**config.mk**
```make
export PLATFORM = sky130hd
export DESIGN_NAME = pwsc_top
export DESIGN_NICKNAME = d
export VERILOG_FILES = /design/src/logic/pwsc_pkg.sv /design/src/logic/pwsc_osc.sv /design/src/logic/pwsc_ramp.sv /design/src/logic/pwsc_top.sv
export VERILOG_INCLUDE_DIRS = /design/src /design/src/logic
export SDC_FILE = /design/constraint.sdc
export NUM_CORES = 1
export LEC_CHECK = 0
export CAP_MARGIN = 25
export CORE_ASPECT_RATIO = 0.75
export CORE_UTILIZATION = 60
export DETAILED_ROUTE_END_ITERATION = 8
export DONT_BUFFER_PORTS = 1
export GPL_TIMING_DRIVEN = 0
export PLACE_DENSITY = 0.81
export SETUP_SLACK_MARGIN = 0.1
export SYNTH_ARGS = -nofsm -noshare
export SYNTH_HDL_FRONTEND = slang
export SYNTH_HIERARCHICAL = 1
export SYNTH_SLANG_ARGS = --single-unit
```
**constraint.sdc**
```tcl
create_clock -name clk -period 8.6 [get_ports clk]
set_input_delay 1.72 -clock clk [delete_from_list [all_inputs] [get_ports clk]]
set_output_delay 1.72 -clock clk [all_outputs]
set_load 0.01 [all_outputs]
```
**src/logic/pwsc_cfg.svh**
```systemverilog
/*
   Constants of the PWM stage control registers: register offsets,
   reset values, field positions and timing figures.
   Assumes the clock runs at 125 MHz and that every design file of
   the block includes this header by its bare name.
*/
// Notes on behaviour
// RULE1 - Cap low bits pick maximum modulation depth
// RULE2 - Four channel delay registers from 0x11
// RULE3 - Signed six-bit delay, times four, low reserved
// RULE4 - Delays reset to AC, 54, AC, 54
// RULE5 - Host loads second-scheme delays before restart
// RULE6 - Group low bits mark channels 4 to 1
// RULE7 - Group members stay off after shutdown exit
// RULE8 - Group resets to 0x30; host may write 0x3A
// RULE9 - Ramp runs on shutdown change or pin change
// RULE10 - Low five bits set half-duty interval
// RULE11 - High three bits set headphone ramp time; the code uses one fixed time for every code
// RULE12 - Oscillator measures serial audio clock rate
// RULE13 - Writing 0x00 enables factory trim
// RULE14 - Host runs trim after every reset; the bench runs it after the first reset only
// RULE15 - Trim register bit 6 shows trim done
// RULE16 - Trim select bit resets to one
// RULE17 - Duty clamped to selected modulation cap
`ifndef PWSC_CFG_SVH
`define PWSC_CFG_SVH

// Register offsets on the serial control port
`define PWSC_ADDR_CAP 8'h10
`define PWSC_ADDR_CH1 8'h11
`define PWSC_ADDR_CH2 8'h12
`define PWSC_ADDR_CH1I 8'h13
`define PWSC_ADDR_CH2I 8'h14
`define PWSC_ADDR_GROUP 8'h19
`define PWSC_ADDR_RAMP 8'h1A
`define PWSC_ADDR_OSC 8'h1B

// Reset values
`define PWSC_RST_CAP 3'h1
`define PWSC_RST_CH1 8'hAC
`define PWSC_RST_CH2 8'h54
`define PWSC_RST_GROUP 7'h30
`define PWSC_RST_RAMP 8'h48
`define PWSC_RST_SEL 1'h1
`define PWSC_OSC_RSVD 1'h1

// Field positions
`define PWSC_CAP_BITS 2:0
`define PWSC_DLY_BITS 7:2
`define PWSC_DLY_RSVD 2'h0
`define PWSC_GROUP_BITS 6:0
`define PWSC_MEMBER_BITS 3:0
`define PWSC_HALF_BITS 4:0
`define PWSC_HALF_NONE 4:3
`define PWSC_HP_BITS 7:5
`define PWSC_SEL_BIT 1

// Duty figures: 8-bit duty, midscale is 50 %
`define PWSC_MID_DUTY 8'h80
`define PWSC_MAX_MAG 8'h7F

// Timing: clock period, ramp tick and trim time in ns
`define PWSC_CLK_NS 8
`define PWSC_TICK_NS 100000
`define PWSC_TRIM_NS 10000
`define PWSC_HP_DEF_CODE 3'h2
`define PWSC_HP_DEF_TICKS 18'h0_03AE
// Edges after reset before the pin history holds real samples
`define PWSC_SYNC_FILL 2'h3

`endif

```
**src/logic/pwsc_pkg.sv**
```systemverilog
/*
   Types and the ramp period table of the PWM stage control block.
   Assumes pwsc_cfg.svh for the constants it uses.
*/
`include "pwsc_cfg.svh"
package pwsc_pkg;

   // Register write or read request from the serial control port
   typedef struct packed {
      logic wr;
      logic rd;
      logic [7:0] addr;
      logic [7:0] wdata;
   } pwsc_reg_req_t;

   // One 8-bit duty word per PWM channel, channel 1 in slot 0
   typedef logic [3:0][7:0] pwsc_duty_t;

   // Signed delay per channel in delay-step-clock cycles
   typedef struct packed {
      logic signed [7:0] ch2_inv;
      logic signed [7:0] ch1_inv;
      logic signed [7:0] ch2;
      logic signed [7:0] ch1;
   } pwsc_skew_t;

   // Half-duty interval in 0.1 ms ticks; zero means none
   function automatic logic [17:0] pwsc_half_ticks(input logic [4:0] code);
      logic [17:0] t;
      t = 18'h0_0000;
      unique case (code)
         5'h08: t = 18'h0_00A5;
         5'h09: t = 18'h0_00EF;
         5'h0A: t = 18'h0_013A;
         5'h0B: t = 18'h0_0194;
         5'h0C: t = 18'h0_021B;
         5'h0D: t = 18'h0_02BF;
         5'h0E: t = 18'h0_03AE;
         5'h0F: t = 18'h0_04E9;
         5'h10: t = 18'h0_066E;
         5'h11: t = 18'h0_095A;
         5'h12: t = 18'h0_0C46;
         5'h13: t = 18'h0_0FC7;
         5'h14: t = 18'h0_150A;
         5'h15: t = 18'h0_1B77;
         5'h16: t = 18'h0_24D1;
         5'h17: t = 18'h0_3116;
         5'h18: t = 18'h0_4381;
         5'h19: t = 18'h0_6230;
         5'h1A: t = 18'h0_80DF;
         5'h1B: t = 18'h0_A5B1;
         5'h1C: t = 18'h0_DCEC;
         5'h1D: t = 18'h1_206D;
         5'h1E: t = 18'h1_829D;
         5'h1F: t = 18'h2_037C;
         default: t = 18'h0_0000;
      endcase
      return t;
   endfunction : pwsc_half_ticks

   // Duty clamp around midscale to the magnitude allowed by the cap
   function automatic logic [7:0] pwsc_clamp(input logic [7:0] duty,
                                             input logic [2:0] cap);
      logic [7:0] lim;
      logic [7:0] lo;
      logic [7:0] hi;
      lim = `PWSC_MAX_MAG - {5'h00, cap};
      lo = `PWSC_MID_DUTY - lim;
      hi = `PWSC_MID_DUTY + lim;
      if (duty < lo)
         return lo;
      if (duty > hi)
         return hi;
      return duty;
   endfunction : pwsc_clamp

endpackage : pwsc_pkg

```
**src/logic/pwsc_osc.sv**
```systemverilog
/*
   Oscillator trim sequencer and serial audio frame rate counter.
   Assumes the frame clock input is already synchronised to clk.
*/
`timescale 1ns/1ps
`include "pwsc_cfg.svh"
module pwsc_osc
   import pwsc_pkg::*;
#(
   parameter int TRIM_CYCLES = `PWSC_TRIM_NS / `PWSC_CLK_NS
)
(
   input wire logic clk,
   input wire logic rst_n,
   input wire logic trim_start,
   input wire logic frame_sync,
   output logic trim_done,
   output logic [15:0] rate_count
);

   typedef enum logic [1:0] {PWSC_O_IDLE, PWSC_O_TRIM, PWSC_O_DONE}
      pwsc_ostate_t;

   pwsc_ostate_t state; // Trim progress
   pwsc_ostate_t next_state;
   logic [15:0] trim_cnt; // Cycles left in trim
   logic [15:0] next_trim_cnt;
   logic frame_prev; // Last frame clock level
   logic [15:0] per_cnt; // Cycles since last frame rise
   logic [15:0] next_per_cnt;
   logic [15:0] next_rate;
   logic frame_rise;

   assign frame_rise = frame_sync && !frame_prev;

   // Trim sequence; a new start restarts the trim from scratch
   always_comb
   begin
      next_state = state;
      next_trim_cnt = trim_cnt;
      unique case (state)
         PWSC_O_IDLE, PWSC_O_DONE: next_trim_cnt = 16'h0000;
         PWSC_O_TRIM:
         begin
            next_trim_cnt = trim_cnt - 16'h0001;
            if (trim_cnt == 16'h0001)
               next_state = PWSC_O_DONE; // RULE15
         end
         default: next_state = PWSC_O_IDLE;
      endcase
      if (trim_start)
      begin
         next_state = PWSC_O_TRIM; // RULE13
         next_trim_cnt = TRIM_CYCLES[15:0];
      end
   end

   // Rate measurement; only trusted once the trim has finished
   always_comb
   begin
      next_per_cnt = per_cnt;
      next_rate = rate_count;
      if (frame_rise)
      begin
         next_per_cnt = 16'h0001;
         if (state == PWSC_O_DONE)
            next_rate = per_cnt; // RULE12
      end
      else if (per_cnt != 16'hFFFF)
         next_per_cnt = per_cnt + 16'h0001;
   end

   // Registers
   always_ff @(posedge clk or negedge rst_n)
   begin
      if (!rst_n)
      begin
         state <= PWSC_O_IDLE;
         trim_cnt <= 16'h0000;
         trim_done <= 1'b0;
         frame_prev <= 1'b0;
         per_cnt <= 16'h0000;
         rate_count <= 16'h0000;
      end
      else
      begin
         state <= next_state;
         trim_cnt <= next_trim_cnt;
         trim_done <= (next_state == PWSC_O_DONE);
         frame_prev <= frame_sync;
         per_cnt <= next_per_cnt;
         rate_count <= next_rate;
      end
   end

   trim_restart_a: assert property (@(posedge clk) // RULE15
      disable iff (!rst_n) trim_start |=> !trim_done [*2])
      else $error("trim done shown right after a trim start");
   trim_cause_a: assert property (@(posedge clk) disable iff (!rst_n) // RULE13
      $rose(trim_done) |-> $past(state) == PWSC_O_TRIM)
      else $error("trim done rose without a trim");
   trim_done_c: cover property (@(posedge clk) disable iff (!rst_n)
      $rose(trim_done));

endmodule : pwsc_osc

```
**src/logic/pwsc_ramp.sv**
```systemverilog
/*
   Soft start and stop timer: half-duty interval and headphone ramp.
   Assumes a one-cycle tick every 0.1 ms and a one-cycle trigger.
*/
`timescale 1ns/1ps
`include "pwsc_cfg.svh"
module pwsc_ramp
   import pwsc_pkg::*;
(
   input wire logic clk,
   input wire logic rst_n,
   input wire logic tick,
   input wire logic trigger,
   input wire logic [7:0] period,
   output logic half_hold,
   output logic hp_busy
);

   typedef enum logic {PWSC_R_IDLE, PWSC_R_HOLD} pwsc_rstate_t;

   pwsc_rstate_t state; // Half-duty interval state
   pwsc_rstate_t next_state;
   logic [17:0] half_cnt; // Ticks left in half-duty interval
   logic [17:0] next_half_cnt;
   logic [17:0] hp_cnt; // Ticks left in headphone ramp
   logic [17:0] next_hp_cnt;
   logic [17:0] half_len;
   logic [17:0] hp_len;

   // Only one headphone code has a known time; others reuse it
   assign hp_len = `PWSC_HP_DEF_TICKS;
   assign half_len = pwsc_half_ticks(period[`PWSC_HALF_BITS]); // RULE10

   // Next values: a new trigger restarts both timers at once
   always_comb
   begin
      next_state = state;
      next_half_cnt = half_cnt;
      next_hp_cnt = hp_cnt;
      if (trigger)
      begin
         // RULE9
         next_half_cnt = half_len;
         next_hp_cnt = hp_len; // RULE11
         next_state = (half_len != 18'h0_0000) ? PWSC_R_HOLD : PWSC_R_IDLE;
      end
      else
      begin
         if (tick && hp_cnt != 18'h0_0000)
            next_hp_cnt = hp_cnt - 18'h0_0001;
         unique case (state)
            PWSC_R_IDLE: next_half_cnt = 18'h0_0000;
            PWSC_R_HOLD:
            begin
               if (tick)
                  next_half_cnt = half_cnt - 18'h0_0001;
               if (tick && half_cnt == 18'h0_0001)
                  next_state = PWSC_R_IDLE;
            end
         endcase
      end
   end

   // Registers
   always_ff @(posedge clk or negedge rst_n)
   begin
      if (!rst_n)
      begin
         state <= PWSC_R_IDLE;
         half_cnt <= 18'h0_0000;
         hp_cnt <= 18'h0_0000;
         half_hold <= 1'b0;
         hp_busy <= 1'b0;
      end
      else
      begin
         state <= next_state;
         half_cnt <= next_half_cnt;
         hp_cnt <= next_hp_cnt;
         half_hold <= (next_state == PWSC_R_HOLD);
         hp_busy <= (next_hp_cnt != 18'h0_0000);
      end
   end

   ramp_start_a: assert property (@(posedge clk) disable iff (!rst_n) // RULE9
      trigger && period[`PWSC_HALF_NONE] != 2'h0 |=> half_hold [*2])
      else $error("half-duty interval did not start");
   ramp_none_a: assert property (@(posedge clk) disable iff (!rst_n) // RULE10
      trigger && period[`PWSC_HALF_NONE] == 2'h0 |=> !half_hold)
      else $error("half-duty interval ran for a none code");
   hp_start_a: assert property (@(posedge clk) disable iff (!rst_n) // RULE11
      trigger |=> hp_busy)
      else $error("headphone ramp did not start");
   ramp_hold_c: cover property (@(posedge clk) disable iff (!rst_n)
      $fell(half_hold));

endmodule : pwsc_ramp

```
**src/logic/pwsc_top.sv**
```systemverilog
/*
   PWM stage control registers: modulation cap, channel skew delays,
   channel hold group, soft ramp periods and oscillator trim.
   Assumes the serial control port slave delivers one-cycle read and
   write strobes on clk, and that shutdown state and the group control
   bit come from system control logic on the same clock.
*/
`timescale 1ns/1ps
`include "pwsc_cfg.svh"
module pwsc_top
   import pwsc_pkg::*;
#(
   parameter int TICK_CYCLES = `PWSC_TICK_NS / `PWSC_CLK_NS,
   parameter int TRIM_CYCLES = `PWSC_TRIM_NS / `PWSC_CLK_NS
)
(
   input wire logic clk,
   input wire logic rst_n,
   input wire pwsc_reg_req_t reg_req,
   output logic [7:0] reg_rdata,
   input wire logic all_shutdown,
   input wire logic group_restart_all,
   input wire logic power_down_pin,
   input wire logic frame_clk_pin,
   input wire pwsc_duty_t duty_in,
   output pwsc_duty_t duty_out,
   output logic [3:0] chan_run,
   output pwsc_skew_t skew_delay,
   output logic half_hold,
   output logic hp_busy,
   output logic trim_done,
   output logic [15:0] rate_count
);

   // Register state
   logic [2:0] mod_cap; // Cap select
   logic [2:0] next_mod_cap;
   logic [7:0] chan1_delay; // Channel 1 skew
   logic [7:0] next_chan1_delay;
   logic [7:0] chan2_delay; // Channel 2 skew
   logic [7:0] next_chan2_delay;
   logic [7:0] chan1_inv_delay; // Inverted channel 1 skew
   logic [7:0] next_chan1_inv_delay;
   logic [7:0] chan2_inv_delay; // Inverted channel 2 skew
   logic [7:0] next_chan2_inv_delay;
   logic [6:0] channel_hold_group; // D7 is reserved and reads zero
   logic [6:0] next_channel_hold_group;
   logic [7:0] soft_ramp_period; // Ramp period codes
   logic [7:0] next_soft_ramp_period;
   logic factory_sel_n; // One while factory trim is disabled
   logic next_factory_sel_n;
   logic [7:0] next_rdata;
   logic trim_start; // Write that selects factory trim

   // Pin synchronisers and edge history
   logic pdn_meta; // First stage, read only by pdn_sync
   logic pdn_sync;
   logic pdn_prev;
   logic frame_meta; // First stage, read only by frame_sync
   logic frame_sync;
   logic shut_prev; // Last shutdown level
   logic ramp_trigger;
   logic [3:0] next_chan_run;
   logic [1:0] pdn_fill; // Edges since reset, saturating
   logic [1:0] next_pdn_fill;

   // Tick divider for the ramp timers
   logic [15:0] tick_cnt;
   logic [15:0] next_tick_cnt;
   logic tick;

   // Output stage
   pwsc_duty_t next_duty;
   pwsc_skew_t next_skew;

   // Write decode and register next values
   always_comb
   begin
      next_mod_cap = mod_cap;
      next_chan1_delay = chan1_delay;
      next_chan2_delay = chan2_delay;
      next_chan1_inv_delay = chan1_inv_delay;
      next_chan2_inv_delay = chan2_inv_delay;
      next_channel_hold_group = channel_hold_group;
      next_soft_ramp_period = soft_ramp_period;
      next_factory_sel_n = factory_sel_n;
      trim_start = 1'b0;
      if (reg_req.wr)
      begin
         unique case (reg_req.addr)
            `PWSC_ADDR_CAP:
               next_mod_cap = reg_req.wdata[`PWSC_CAP_BITS]; // RULE1
            // Low two bits are forced to zero so skew is a multiple of 4
            `PWSC_ADDR_CH1:
               next_chan1_delay = {reg_req.wdata[`PWSC_DLY_BITS],
                                   `PWSC_DLY_RSVD}; // RULE2 RULE3
            `PWSC_ADDR_CH2:
               next_chan2_delay = {reg_req.wdata[`PWSC_DLY_BITS],
                                   `PWSC_DLY_RSVD}; // RULE2 RULE3
            `PWSC_ADDR_CH1I:
               next_chan1_inv_delay = {reg_req.wdata[`PWSC_DLY_BITS],
                                       `PWSC_DLY_RSVD}; // RULE2 RULE3
            `PWSC_ADDR_CH2I:
               next_chan2_inv_delay = {reg_req.wdata[`PWSC_DLY_BITS],
                                       `PWSC_DLY_RSVD}; // RULE2 RULE3
            `PWSC_ADDR_GROUP:
               next_channel_hold_group =
                  reg_req.wdata[`PWSC_GROUP_BITS]; // RULE6 RULE8
            `PWSC_ADDR_RAMP:
               next_soft_ramp_period = reg_req.wdata;
            `PWSC_ADDR_OSC:
            begin
               // Done bit is read-only; only the select bit is stored
               next_factory_sel_n = reg_req.wdata[`PWSC_SEL_BIT]; // RULE16
               trim_start = !reg_req.wdata[`PWSC_SEL_BIT]; // RULE13
            end
            default:
            begin
               // Unmapped writes are dropped
            end
         endcase
      end
   end

   // Read mux; unmapped offsets and reserved bits read as zero, except trim register bit 7, which reads one
   always_comb
   begin
      next_rdata = reg_rdata;
      if (reg_req.rd)
      begin
         unique case (reg_req.addr)
            `PWSC_ADDR_CAP: next_rdata = {5'h00, mod_cap};
            `PWSC_ADDR_CH1: next_rdata = chan1_delay;
            `PWSC_ADDR_CH2: next_rdata = chan2_delay;
            `PWSC_ADDR_CH1I: next_rdata = chan1_inv_delay;
            `PWSC_ADDR_CH2I: next_rdata = chan2_inv_delay;
            `PWSC_ADDR_GROUP: next_rdata = {1'b0, channel_hold_group};
            `PWSC_ADDR_RAMP: next_rdata = soft_ramp_period;
            `PWSC_ADDR_OSC:
               next_rdata = {`PWSC_OSC_RSVD, trim_done, 4'h0,
                             factory_sel_n, 1'b0}; // RULE15
            default: next_rdata = 8'h00;
         endcase
      end
   end

   // Register file and read data
   always_ff @(posedge clk or negedge rst_n)
   begin
      if (!rst_n)
      begin
         mod_cap <= `PWSC_RST_CAP;
         chan1_delay <= `PWSC_RST_CH1; // RULE4
         chan2_delay <= `PWSC_RST_CH2; // RULE4
         chan1_inv_delay <= `PWSC_RST_CH1; // RULE4
         chan2_inv_delay <= `PWSC_RST_CH2; // RULE4
         channel_hold_group <= `PWSC_RST_GROUP; // RULE8
         soft_ramp_period <= `PWSC_RST_RAMP;
         factory_sel_n <= `PWSC_RST_SEL; // RULE16
         reg_rdata <= 8'h00;
      end
      else
      begin
         mod_cap <= next_mod_cap;
         chan1_delay <= next_chan1_delay;
         chan2_delay <= next_chan2_delay;
         chan1_inv_delay <= next_chan1_inv_delay;
         chan2_inv_delay <= next_chan2_inv_delay;
         channel_hold_group <= next_channel_hold_group;
         soft_ramp_period <= next_soft_ramp_period;
         factory_sel_n <= next_factory_sel_n;
         reg_rdata <= next_rdata;
      end
   end

   // Channel start: members of the hold group stay off on exit unless
   // the group control bit asks for all channels to restart
   always_comb
   begin
      next_chan_run = chan_run;
      if (all_shutdown)
         next_chan_run = 4'h0;
      else if (shut_prev)
         next_chan_run = ~channel_hold_group[`PWSC_MEMBER_BITS] |
                         {4{group_restart_all}}; // RULE7
   end

   // Any shutdown change or power-down pin change starts a ramp; the pin
   // side waits until its history holds real samples after reset
   assign ramp_trigger = (all_shutdown != shut_prev) ||
                         ((pdn_sync != pdn_prev) &&
                          (pdn_fill == `PWSC_SYNC_FILL)); // RULE9

   // Synchroniser fill count: a pin that sits high through reset would
   // otherwise look like an edge once the first real sample arrives
   always_comb
   begin
      next_pdn_fill = pdn_fill;
      if (pdn_fill != `PWSC_SYNC_FILL)
         next_pdn_fill = pdn_fill + 2'h1;
   end

   // Tick divider: one pulse each 0.1 ms of the ramp tables
   always_comb
   begin
      next_tick_cnt = tick_cnt + 16'h0001;
      if (tick)
         next_tick_cnt = 16'h0000;
   end
   assign tick = (tick_cnt == TICK_CYCLES[15:0] - 16'h0001);

   // Output stage: duty held at 50 % during the half-duty interval or while a channel is off, else clamped
   always_comb
   begin
      for (int i = 0; i < 4; i++)
      begin
         if (half_hold || !chan_run[i])
            next_duty[i] = `PWSC_MID_DUTY;
         else
            next_duty[i] = pwsc_clamp(duty_in[i], mod_cap); // RULE17 RULE1
      end
      next_skew.ch1 = chan1_delay; // RULE3
      next_skew.ch2 = chan2_delay;
      next_skew.ch1_inv = chan1_inv_delay;
      next_skew.ch2_inv = chan2_inv_delay;
   end

   // Synchronisers, edge history, divider and outputs
   always_ff @(posedge clk or negedge rst_n)
   begin
      if (!rst_n)
      begin
         pdn_meta <= 1'b0;
         pdn_sync <= 1'b0;
         pdn_prev <= 1'b0;
         pdn_fill <= 2'h0;
         frame_meta <= 1'b0;
         frame_sync <= 1'b0;
         shut_prev <= 1'b1;
         chan_run <= 4'h0;
         tick_cnt <= 16'h0000;
         duty_out <= '0;
         skew_delay <= '0;
      end
      else
      begin
         pdn_meta <= power_down_pin;
         pdn_sync <= pdn_meta;
         pdn_prev <= pdn_sync;
         pdn_fill <= next_pdn_fill;
         frame_meta <= frame_clk_pin;
         frame_sync <= frame_meta;
         shut_prev <= all_shutdown;
         chan_run <= next_chan_run;
         tick_cnt <= next_tick_cnt;
         duty_out <= next_duty;
         skew_delay <= next_skew;
      end
   end

   // Soft start and stop timers
   pwsc_ramp u_ramp (
      .clk(clk),
      .rst_n(rst_n),
      .tick(tick),
      .trigger(ramp_trigger),
      .period(soft_ramp_period),
      .half_hold(half_hold),
      .hp_busy(hp_busy)
   );

   // Oscillator trim and frame rate detection
   pwsc_osc #(
      .TRIM_CYCLES(TRIM_CYCLES)
   ) u_osc (
      .clk(clk),
      .rst_n(rst_n),
      .trim_start(trim_start),
      .frame_sync(frame_sync),
      .trim_done(trim_done),
      .rate_count(rate_count)
   );

   cap_clamp_a: assert property (@(posedge clk) disable iff (!rst_n) // RULE17
      !$past(half_hold) && $past(chan_run[0]) |->
      duty_out[0] >= `PWSC_MID_DUTY - (`PWSC_MAX_MAG - $past(mod_cap)) &&
      duty_out[0] <= `PWSC_MID_DUTY + (`PWSC_MAX_MAG - $past(mod_cap)))
      else $error("duty exceeds modulation cap");
   delay_reset_a: assert property (@(posedge clk) disable iff (!rst_n) // RULE4
      $rose(rst_n) |-> chan1_delay == `PWSC_RST_CH1 &&
      chan2_inv_delay == `PWSC_RST_CH2)
      else $error("channel delays not at reset values");
   delay_low_a: assert property (@(posedge clk) // RULE3 RULE2
      disable iff (!rst_n)
      reg_req.wr && reg_req.addr == `PWSC_ADDR_CH2 |=>
      chan2_delay[1:0] == `PWSC_DLY_RSVD &&
      chan2_delay[7:2] == $past(reg_req.wdata[7:2]))
      else $error("delay write stored wrongly");
   group_hold_a: assert property (@(posedge clk) // RULE7 RULE6
      disable iff (!rst_n)
      $fell(all_shutdown) && !group_restart_all |=>
      (chan_run & channel_hold_group[3:0]) == 4'h0 &&
      (chan_run | channel_hold_group[3:0]) == 4'hF)
      else $error("group member started after shutdown exit");
   group_reset_a: assert property (@(posedge clk) disable iff (!rst_n) // RULE8
      $rose(rst_n) |-> channel_hold_group == `PWSC_RST_GROUP)
      else $error("hold group not at reset value");
   trim_sel_a: assert property (@(posedge clk) // RULE16 RULE13
      disable iff (!rst_n)
      reg_req.wr && reg_req.addr == `PWSC_ADDR_OSC &&
      reg_req.wdata == 8'h00 |=> !factory_sel_n ##1 !trim_done)
      else $error("factory trim write mishandled");
   shut_run_a: assert property (@(posedge clk) disable iff (!rst_n) // RULE7
      all_shutdown |=> chan_run == 4'h0)
      else $error("channel running in shutdown");
   group_exit_c: cover property (@(posedge clk) disable iff (!rst_n)
      $fell(all_shutdown) && channel_hold_group[3:0] != 4'h0);
   pdn_ramp_c: cover property (@(posedge clk) disable iff (!rst_n)
      pdn_sync != pdn_prev);

endmodule : pwsc_top
```
==> results of run 1 <==
==> kinds of logic after synthesis <==
logic type,count (synthesis),synth area share
compound gates,231,0.132
mux,76,0.0748
fa+ha+maj,39,0.0420
buf+inv,91,0.0349
xor+xnor,50,0.0383
simple gates,387,0.183
flops,225,0.495
other cells,1,0.000328
==> state kept, by name, summed over array words and instances, names as in the netlist, 7 cells and up <==
name	flops
channel_hold_group	7
duty_out	32
reg_rdata	8
skew_delay	24
soft_ramp_period	8
tick_cnt	16
u_osc/per_cnt	16
u_osc/rate_count	16
u_osc/trim_cnt	16
u_ramp/half_cnt	18
u_ramp/hp_cnt	18
==> report_power, final <==
| group | total, W | internal, W | switching (W) |
|---|---|---|---|
| clock | 0.000974 | 0.000574 | 0.000401 |
| combinational | 0.000198 | 0.0000833 | 0.000115 |
| sequential | 0.00117 | 0.00111 | 0.0000604 |
| total | 0.00235 | 0.00177 | 0.000576 |
==> final timing paths <==
| path | from | slack [ps] | to | cells after the start |
|---|---|---|---|---|
| min reg2reg | pdn_meta | 360 | pdn_sync | 0 |
| max | tick_cnt[8] | 4680 | u_ramp/hp_busy | 9 |
| max in group asynchronous | rst_n | 7230 | chan2_delay[2] | 0 |
| min | pdn_meta | 360 | pdn_sync | 0 |
| max reg2reg | tick_cnt[8] | 4680 | u_ramp/hp_busy | 9 |
| min in group asynchronous | rst_n | 910 | skew_delay[26] | 0 |
==> metal layers <==
layer  vias up  wire length (microns)  global-route usage
met5         -                      0                   0
met3        37                   2450              0.0613
met1      4364                  12700               0.413
met2       393                  12400               0.440
met4         0                    567              0.0702
li1       4005                      -                   -
==> cell usage in the layout, fill, tap and decap left out, types with 18 or more instances in the layout <==
cell type and count:
mux2_2 55, o21ai_0 63, xnor2_1 29, nand2_1 89, ha_1 36, clkbuf_16 23, inv_1 42, dfrtp_1 204
or3_1 18, a21oi_1 40, nor2_1 81, clkbuf_1 34, nor3_1 27, nor2b_1 22, o22ai_1 21, dfstp_2 21
nand3_1 30, xor2_1 21
==> final cells by class <==
cell class / instances / area share
Clock inverter: 6 / 0.00681
Clock buffer: 31 / 0.0509
Multi-Input combinational cell: 791 / 0.433
Sequential cell: 225 / 0.453
Tap cell: 247 / 0.0247
Buffer: 49 / 0.0193
Inverter: 42 / 0.0126
==> worst max-delay path: stages, from the launching register on <==
cell and delay, ps:
dfrtp_1 420, or4b_2 700, nor3_2 750, or4b_1 490, clkbuf_1 230, nor4_4 270
o31ai_2 190, mux2_2 300, nor4_1 200, nand4_1 210
==> metrics by stage <==
stage	utilization	hold slack, ps	setup WS [ps]	cells	total power [W]
floorplan	-	331	5100	1107	0.00133
global placement	0.634	332	4490	1354	0.00138
detailed placement	0.634	337	4460	1354	0.00138
CTS	0.673	351	4730	1391	0.00236
global route	0.673	366	4470	1391	0.00243
finish	0.673	356	4680	1391	0.00235
==> results.ini, run 1 <==
[layout]
drive_above_1_share=0.132
multiInputGateArea_sq_um=5400
area_growth_syn_to_layout_pct=9.24
diodes=0
regArea_sq_um=5660
fin_area_sq_um=12500
fillers=1427
fin_nets=1224

[logic_synthesis]
post-synth-top-count-cell=dfrtp_1
synth_top_area_frac=0.447
yosysTopAreaCell=dfrtp_1
yosys_warnings=6
synth-main-ff-cell=dfrtp_1
netlist_instances=1100
synth.distinct_cells=85
async_reset_ff_frac=1.00
ys_top_cells_by_count=dfrtp_1, nand2_1, nor2_1
synth_area_leaders=dfrtp_1, mux2_2, dfstp_2
syn_area_sq_um=11400
syn_avg_cell_area_sq_um=10.4
synth_seq_area_share=0.495
synth_seq_cells=225
synth_edf_count=0

[global_route]
antenna_found_initial=0
grt_pass1_wl_microns=44400
grt_pass1_vias=8328
globalRoute.totalOverflow=0
grt_max_degree=226
grtUsageTotal=0.285

[clocking]
insertion_delay_ps=510
cts_buffers=23
hold_buffers=0
cts_setup_buffers=0
cts_root_buffer=clkbuf_16
cts_sinks=225
clk_pin_slew_ps=60
h-tree-depth=1
clockBufferDepth=3
cts_tree=yes
cts-resized-gates=0

[sta]
rsz0062_at_grt=false
clock.fmax_mhz=255
layout_min_cycle_time_ps=3920
hold_viol_final=0
timing.setup.tns_ps=0
worst_pin_slew_ps=901
fin_skew_ps=12.8
finalSetupViolations=0
slew_headroom=0.396
finalCritPeriodShare=0.456
slew_violations=0

[setup_path]
end_kind=flop
cp-start-kind=flop
cp.arrival_ps=4240
worstSetupPathType=reg -> reg
path_max_fanout=15
critical_path_required_ps=8920

[die]
coreArea_sq_um=18600
dieHeight_microns=122
rows=43
initial_utilization=0.616
dieArea_sq_um=19600
ios=151
fp.dieW_microns=161

[job]
maxCapViolations=0

[pwr]
powerDensity_nw_per_um2=188
ir_worst_vdd_v=0.000179
p_leak_nw=5.44

[routing]
num_vias=8799
initialDrtViolationCount=825
wl_per_cell_microns=20.2
drt-pass1-iter-count=5
ant_nets=0
via_per_inst=6.33
drc=0
wl_microns=28100

[place]
place_area_sq_um=11800
place_congestion=0.913
io_buffers=0
hpwl_microns=19200

[worst_hold_path]
hp-class=reg -> reg

[status]
status=finished, final reports clean

Note: power is estimated with default switching activity, not from simulation.
==> run 2: changes to the inputs <==
- CORE_UTILIZATION: 60 -> 58
- clock period: 8.6 -> 3.35 ns (I/O delays scaled with it)
==> run 2 against run 1 <==
Compared with the run above: the run now ends with negative hold slack left; first-iteration DRC count grew 8.6%; total power rose to 2.6 times the previous value; die area increased by 3.4%; hold slack worse by 490 ps; sequential share of layout area is 0.33 points lower; cell count is 0.93% higher; highest routed layer unchanged; count of clock-buffer cells in the layout increased by 1; cell area grew 0.76%; worst setup slack worse by 4600 ps; combinational power rose to 2.5 times the previous value; flip-flop and latch count did not move; fmax rose by 20%.
==> results.ini, run 2 (same netlist as run 1, synthesis figures left out) <==
[layout]
max_flop_register=duty_out
diodes=0  ; unchanged
largest_register_ffs=32  ; unchanged
area_growth_syn_to_layout_pct=10.1
fin_nets=1229  ; +0.41%
layout.cells.most_common=dfrtp_1
drive_above_1_share=0.142  ; +0.0105
reg_top3=duty_out x32, skew_delay x24
fillers=1471  ; +3.1%
final_cell_mix=dfrtp_1, nand2_1, nor2_1

[pwr]
p_leak_nw=5.50  ; +1.1%
ir_worst_vdd_v=0.000357  ; +99%
powerDensity_nw_per_um2=475  ; +150%
finalPower_w=0.00598  ; +160%

[routing]
num_vias=8637  ; -1.8%
initialDrtViolationCount=896  ; +8.6%
via_per_inst=6.15  ; -2.7%
wl_microns=27400  ; -2.4%
ant_nets=0  ; unchanged
wl_per_cell_microns=19.5  ; -3.3%
drc=0  ; unchanged
drt-pass1-iter-count=5  ; unchanged

[die]
dieHeight_microns=124  ; +1.7%
fp.dieW_microns=164  ; +1.7%
ios=151  ; unchanged
rows=44  ; +2.3%
coreArea_sq_um=19300  ; +4.1%
dieArea_sq_um=20300  ; +3.4%
initial_utilization=0.592  ; -0.0243

[status]
status=complete, but fails checks
violations=negative hold slack

[setup_path]
worstSetupPathType=reg -> reg
cp-start-kind=flop
cp.arrival_ps=3590  ; -650 ps
rr_worst_depth=9  ; unchanged
ff2ff_setup_slack_ps=70  ; -4610 ps
path_max_fanout=7  ; -8
end_kind=flop
critical_path_required_ps=3670  ; -5250 ps

[clocking]
clk_pin_slew_ps=60  ; about the same
cts_sinks=225  ; unchanged
insertion_delay_ps=510  ; about the same
clockBufferDepth=3  ; unchanged
cts_root_buffer=clkbuf_16
cts_tree=yes
h-tree-depth=1  ; unchanged
cts_buffers=23  ; unchanged

[place]
hpwl_microns=19100  ; -0.48%
io_buffers=0  ; unchanged
place_ws_ps=-483  ; -4950 ps
place_congestion=0.956  ; +4.8%

[global_route]
grt_max_degree=226  ; unchanged
globalRoute.totalOverflow=0  ; unchanged
grt_pass1_wl_microns=43200  ; -2.8%
grtUsageTotal=0.271  ; -0.0147
grt_pass1_vias=8118  ; -2.5%
antenna_found_initial=0  ; unchanged

[sta]
fin_skew_ps=18.3  ; +5.48 ps
rsz0062_at_grt=true
slew_violations=0  ; unchanged
clock.fmax_mhz=305  ; +20%
finalCritPeriodShare=0.979  ; +0.523
hold_viol_final=204  ; +204
worst_pin_slew_ps=831  ; -69.6 ps
layout_min_cycle_time_ps=3280  ; -641 ps
whs_ps=-136  ; -491 ps
slew_headroom=0.441  ; +0.0446
finalSetupViolations=0  ; unchanged
setup_slack_ps=71.4  ; -4610 ps

[job]
maxCapViolations=0  ; unchanged

[worst_hold_path]
hp-class=in -> async

==> run 2: cell count changes in the layout (fill, tap and decap cells not counted), sizes merged <==
cell,before,now
inv,42,43
buf,19,25
clkinvlp,2,3
bufinv,2,1
==> run 2: per-stage QoR <==
stage	area, sq um	hold WS (ps)	utilization	TNS (ps)	instances
2_1_floorplan	11500	331	-	0	1107
3_3_place_gp	11800	332	0.609	-895	1360
3_5_place_dp	11800	341	0.609	-938	1360
4_1_cts	12500	-155	0.648	0	1401
5_1_grt	12600	-154	0.651	-57.7	1404
6_report	12600	-136	0.651	0	1404
==> run 2: where the power goes <==
group	internal, W	switching [W]
combinational	0.000213	0.000291
sequential	0.00286	0.000152
clock	0.00143	0.00104
==> run 2: final timing paths <==
check	start	end
min reg2reg	frame_meta	frame_sync
max in group asynchronous	rst_n	chan1_delay[5]
min	rst_n	u_osc/rate_count[9]
min in group clk	all_shutdown	shut_prev
max	tick_cnt[9]	u_ramp/hp_busy
max reg2reg	tick_cnt[9]	u_ramp/hp_busy
==> run 2: layout make-up <==
class	count	area (sq um)	share of cell area
timing repair buffer	5	37.5	0.00298
sequential	225	5660	0.450
inverter	42	158	0.0125
tap	253	317	0.0252
clock buffer	32	649	0.0516
multi-input combinational	791	5450	0.433
clock inverter	7	71.3	0.00567
buffer	49	246	0.0196
==> run 2: metal layers <==
metal  GRT usage  part of all wire  vias to the layer above  wire length, microns
met5           0                 0                        -                     0
met4      0.0712             0.025                        0                   699
met3      0.0516             0.083                       45                  2290
met2       0.407              0.43                      355                 11800
met1       0.402              0.46                     4213                 12700
li1            -                 -                     4024                     -
==> run 2: repair_timing <==
item / in CTS / in global routing
setup buffers: 2 / 3
hold endpoints to repair: 204 / 204
pin swaps: 1 / 4
resized for setup: 1 / 14
setup endpoints to repair: 8 / 8
==> run 2: critical path, stage by stage (launching register included) <==
cell	delay (ps)
dfrtp_1	430
or4b_4	550
nor3_4	220
or4b_4	470
buf_4	180
nor4_4	380
o31ai_4	170
xor2_1	270
nor4b_4	220
nand4_1	210
==> run 3: changes to the inputs <==
- BUFFER_PORTS_ARGS: default -> -buffer_cell sky130_fd_sc_hd__buf_2
- CORE_MARGIN: default -> 4
- CORE_UTILIZATION: 58 -> 53
- DONT_BUFFER_PORTS: 1 -> default
- PLACE_DENSITY: 0.81 -> 0.82
==> run 3 against run 2 <==
Compared with the run above: highest routed layer is now met5; register-to-register slack improved by 150 ps; critical path type unchanged; core utilization is 0.98 points lower; flip-flop and latch count unchanged; via count grew 7.9%; the run now ends clean; critical endpoint unchanged; largest power group unchanged.
==> results.ini, run 3 (same netlist as run 1, synthesis figures left out) <==
[status]
status=finished, final reports clean

[layout]
fin_nets=1374  ; +12%
drive_above_1_share=0.245  ; +0.102
area_growth_syn_to_layout_pct=18.8
max_flop_register=duty_out
final_cells=1589  ; +13%
layout.cells.most_common=dfrtp_1
final_cell_mix=dfrtp_1, buf_2, nand2_1
largest_register_ffs=32  ; unchanged
reg_top3=duty_out x32, skew_delay x24

[clocking]
clockBufferDepth=3  ; unchanged
clk_pin_slew_ps=70  ; about the same
cts_root_buffer=clkbuf_16
cts_buffers=24  ; +4.3%
h-tree-depth=1  ; unchanged
cts_sinks=225  ; unchanged
cts_tree=yes
insertion_delay_ps=520  ; about the same

[sta]
slew_violations=0  ; unchanged
rsz0062_at_grt=true
finalCritPeriodShare=0.933  ; -0.0453
fin_skew_ps=11.8  ; -6.45 ps
hold_viol_final=0  ; -100%
clock.fmax_mhz=320  ; +4.9%
layout_min_cycle_time_ps=3130  ; -152 ps
worst_pin_slew_ps=837  ; +6.17 ps
slew_headroom=0.437  ; -0.00365
setup_slack_ps=223  ; +152 ps
finalSetupViolations=0  ; unchanged

[job]
maxCapViolations=0  ; unchanged

[place]
place_inst=1538  ; +13%
io_buffers=141  ; +141
place_congestion=0.931  ; -2.6%
hpwl_microns=21000  ; +9.9%
place_ws_ps=-585  ; -102 ps

[routing]
via_per_inst=5.87  ; -4.6%
initialDrtViolationCount=967  ; +7.9%
drc=0  ; unchanged
wl_per_cell_microns=18.4  ; -5.8%
wl_microns=29300  ; +6.6%
num_vias=9323  ; +7.9%
drt-pass1-iter-count=5  ; unchanged
ant_nets=0  ; unchanged

[setup_path]
cp.arrival_ps=3450  ; -140 ps
ff2ff_setup_slack_ps=220  ; +150 ps
rr_worst_depth=9  ; unchanged
cp-start-kind=flop
critical_path_required_ps=3670  ; about the same
timing.rr.start=tick_cnt[8]
r2r-end=u_ramp/hp_busy
path_max_fanout=7  ; unchanged
end_kind=flop
worstSetupPathType=reg -> reg

[global_route]
grtUsageTotal=0.243  ; -0.0281
globalRoute.totalOverflow=0  ; unchanged
grt_pass1_wl_microns=47500  ; +10%
antenna_found_initial=3  ; +3
grt_max_degree=83  ; -63%
grt_pass1_vias=9178  ; +13%

[pwr]
seqPwrFrac=0.448  ; -0.055
p_sw_w=0.00167  ; +12%
comb_power_share=0.110  ; +0.026
clkPwrFrac=0.442  ; +0.029
p_leak_nw=6.28  ; +14%
powerDensity_nw_per_um2=487  ; +2.5%
internal_power_w=0.00495  ; +10%
ir_worst_vdd_v=0.000385  ; +7.8%
power_switching_share=0.252  ; +0.00396

[die]
initial_utilization=0.540  ; -0.0519
dieArea_sq_um=24000  ; +18%
dieHeight_microns=135  ; +9.4%
ios=151  ; unchanged
coreArea_sq_um=21200  ; +9.6%
fp.dieW_microns=178  ; +8.2%
rows=46  ; +4.5%

[worst_hold_path]
hp-class=in -> async

run 3: power by group through the flow:
stage                     Clock [W]  Combinational, W  Sequential, W
final                       0.00293          0.000728        0.00296
after floorplan                   0          0.000391        0.00301
after detailed placement          0          0.000722        0.00301
after global routing        0.00311          0.000810        0.00298
after global placement            0          0.000692        0.00300
after CTS                   0.00299          0.000727        0.00296
run 3: worst max path at each step:
stage,startpoint,endpoint,slack [ps]
after floorplan,tick_cnt[8],u_ramp/hp_busy,120
after global placement,rst_n,duty_out[6],-2200
after detailed placement,tick_cnt[8],u_ramp/hp_busy,-590
after CTS,mod_cap[2],duty_out[26],110
after global routing,tick_cnt[8],u_ramp/hp_busy,80
final,tick_cnt[8],u_ramp/hp_busy,220
run 3: layer usage:
| layer | global-route usage | routed length [microns] |
|---|---|---|
| met1 | 0.354 | 13200 |
| met2 | 0.380 | 13300 |
| met3 | 0.0452 | 2100 |
| met4 | 0.0588 | 679 |
| met5 | 0 | 22 |
run 3: critical path, cell delays in order (launching register included):
cell and delay [ps]:
dfrtp_1 390, or4b_4 550, nor3_4 170, or4b_4 490
clkbuf_8 180, nor4_4 270, o31ai_4 160, mux2_2 310
nor4_2 160, nand4_1 240
run 3: area by class of cell:
type / count / area [sq um]
plain buffers: 49 / 253
inverters: 42 / 158
diodes: 1 / 2.50
multi-input cells: 791 / 5440
clock inverters: 12 / 179
repair buffers: 149 / 820
well taps: 288 / 360
clock buffers: 32 / 712
fillers: 1695 / 7600
flip-flops and latches: 225 / 5660
run 3: what timing repair did:
item,in CTS,in global routing
pin swaps,3,2
endpoints found under the setup margin,9,10
resized for setup,10,4
buffers inserted,5,1
hold buffers,0,0
run 3: stage by stage:
step                      utilization  TNS, ps  area [sq um]  hold WS, ps  total power (W)
after CTS                       0.640        0         13600          104          0.00668
after detailed placement        0.594    -1230         12600          335          0.00373
after global placement          0.591  -460830         12500          332          0.00370
after floorplan                     -        0         11500          331          0.00340
final                           0.641        0         13600         92.9          0.00662
after global routing            0.641        0         13600          114          0.00690
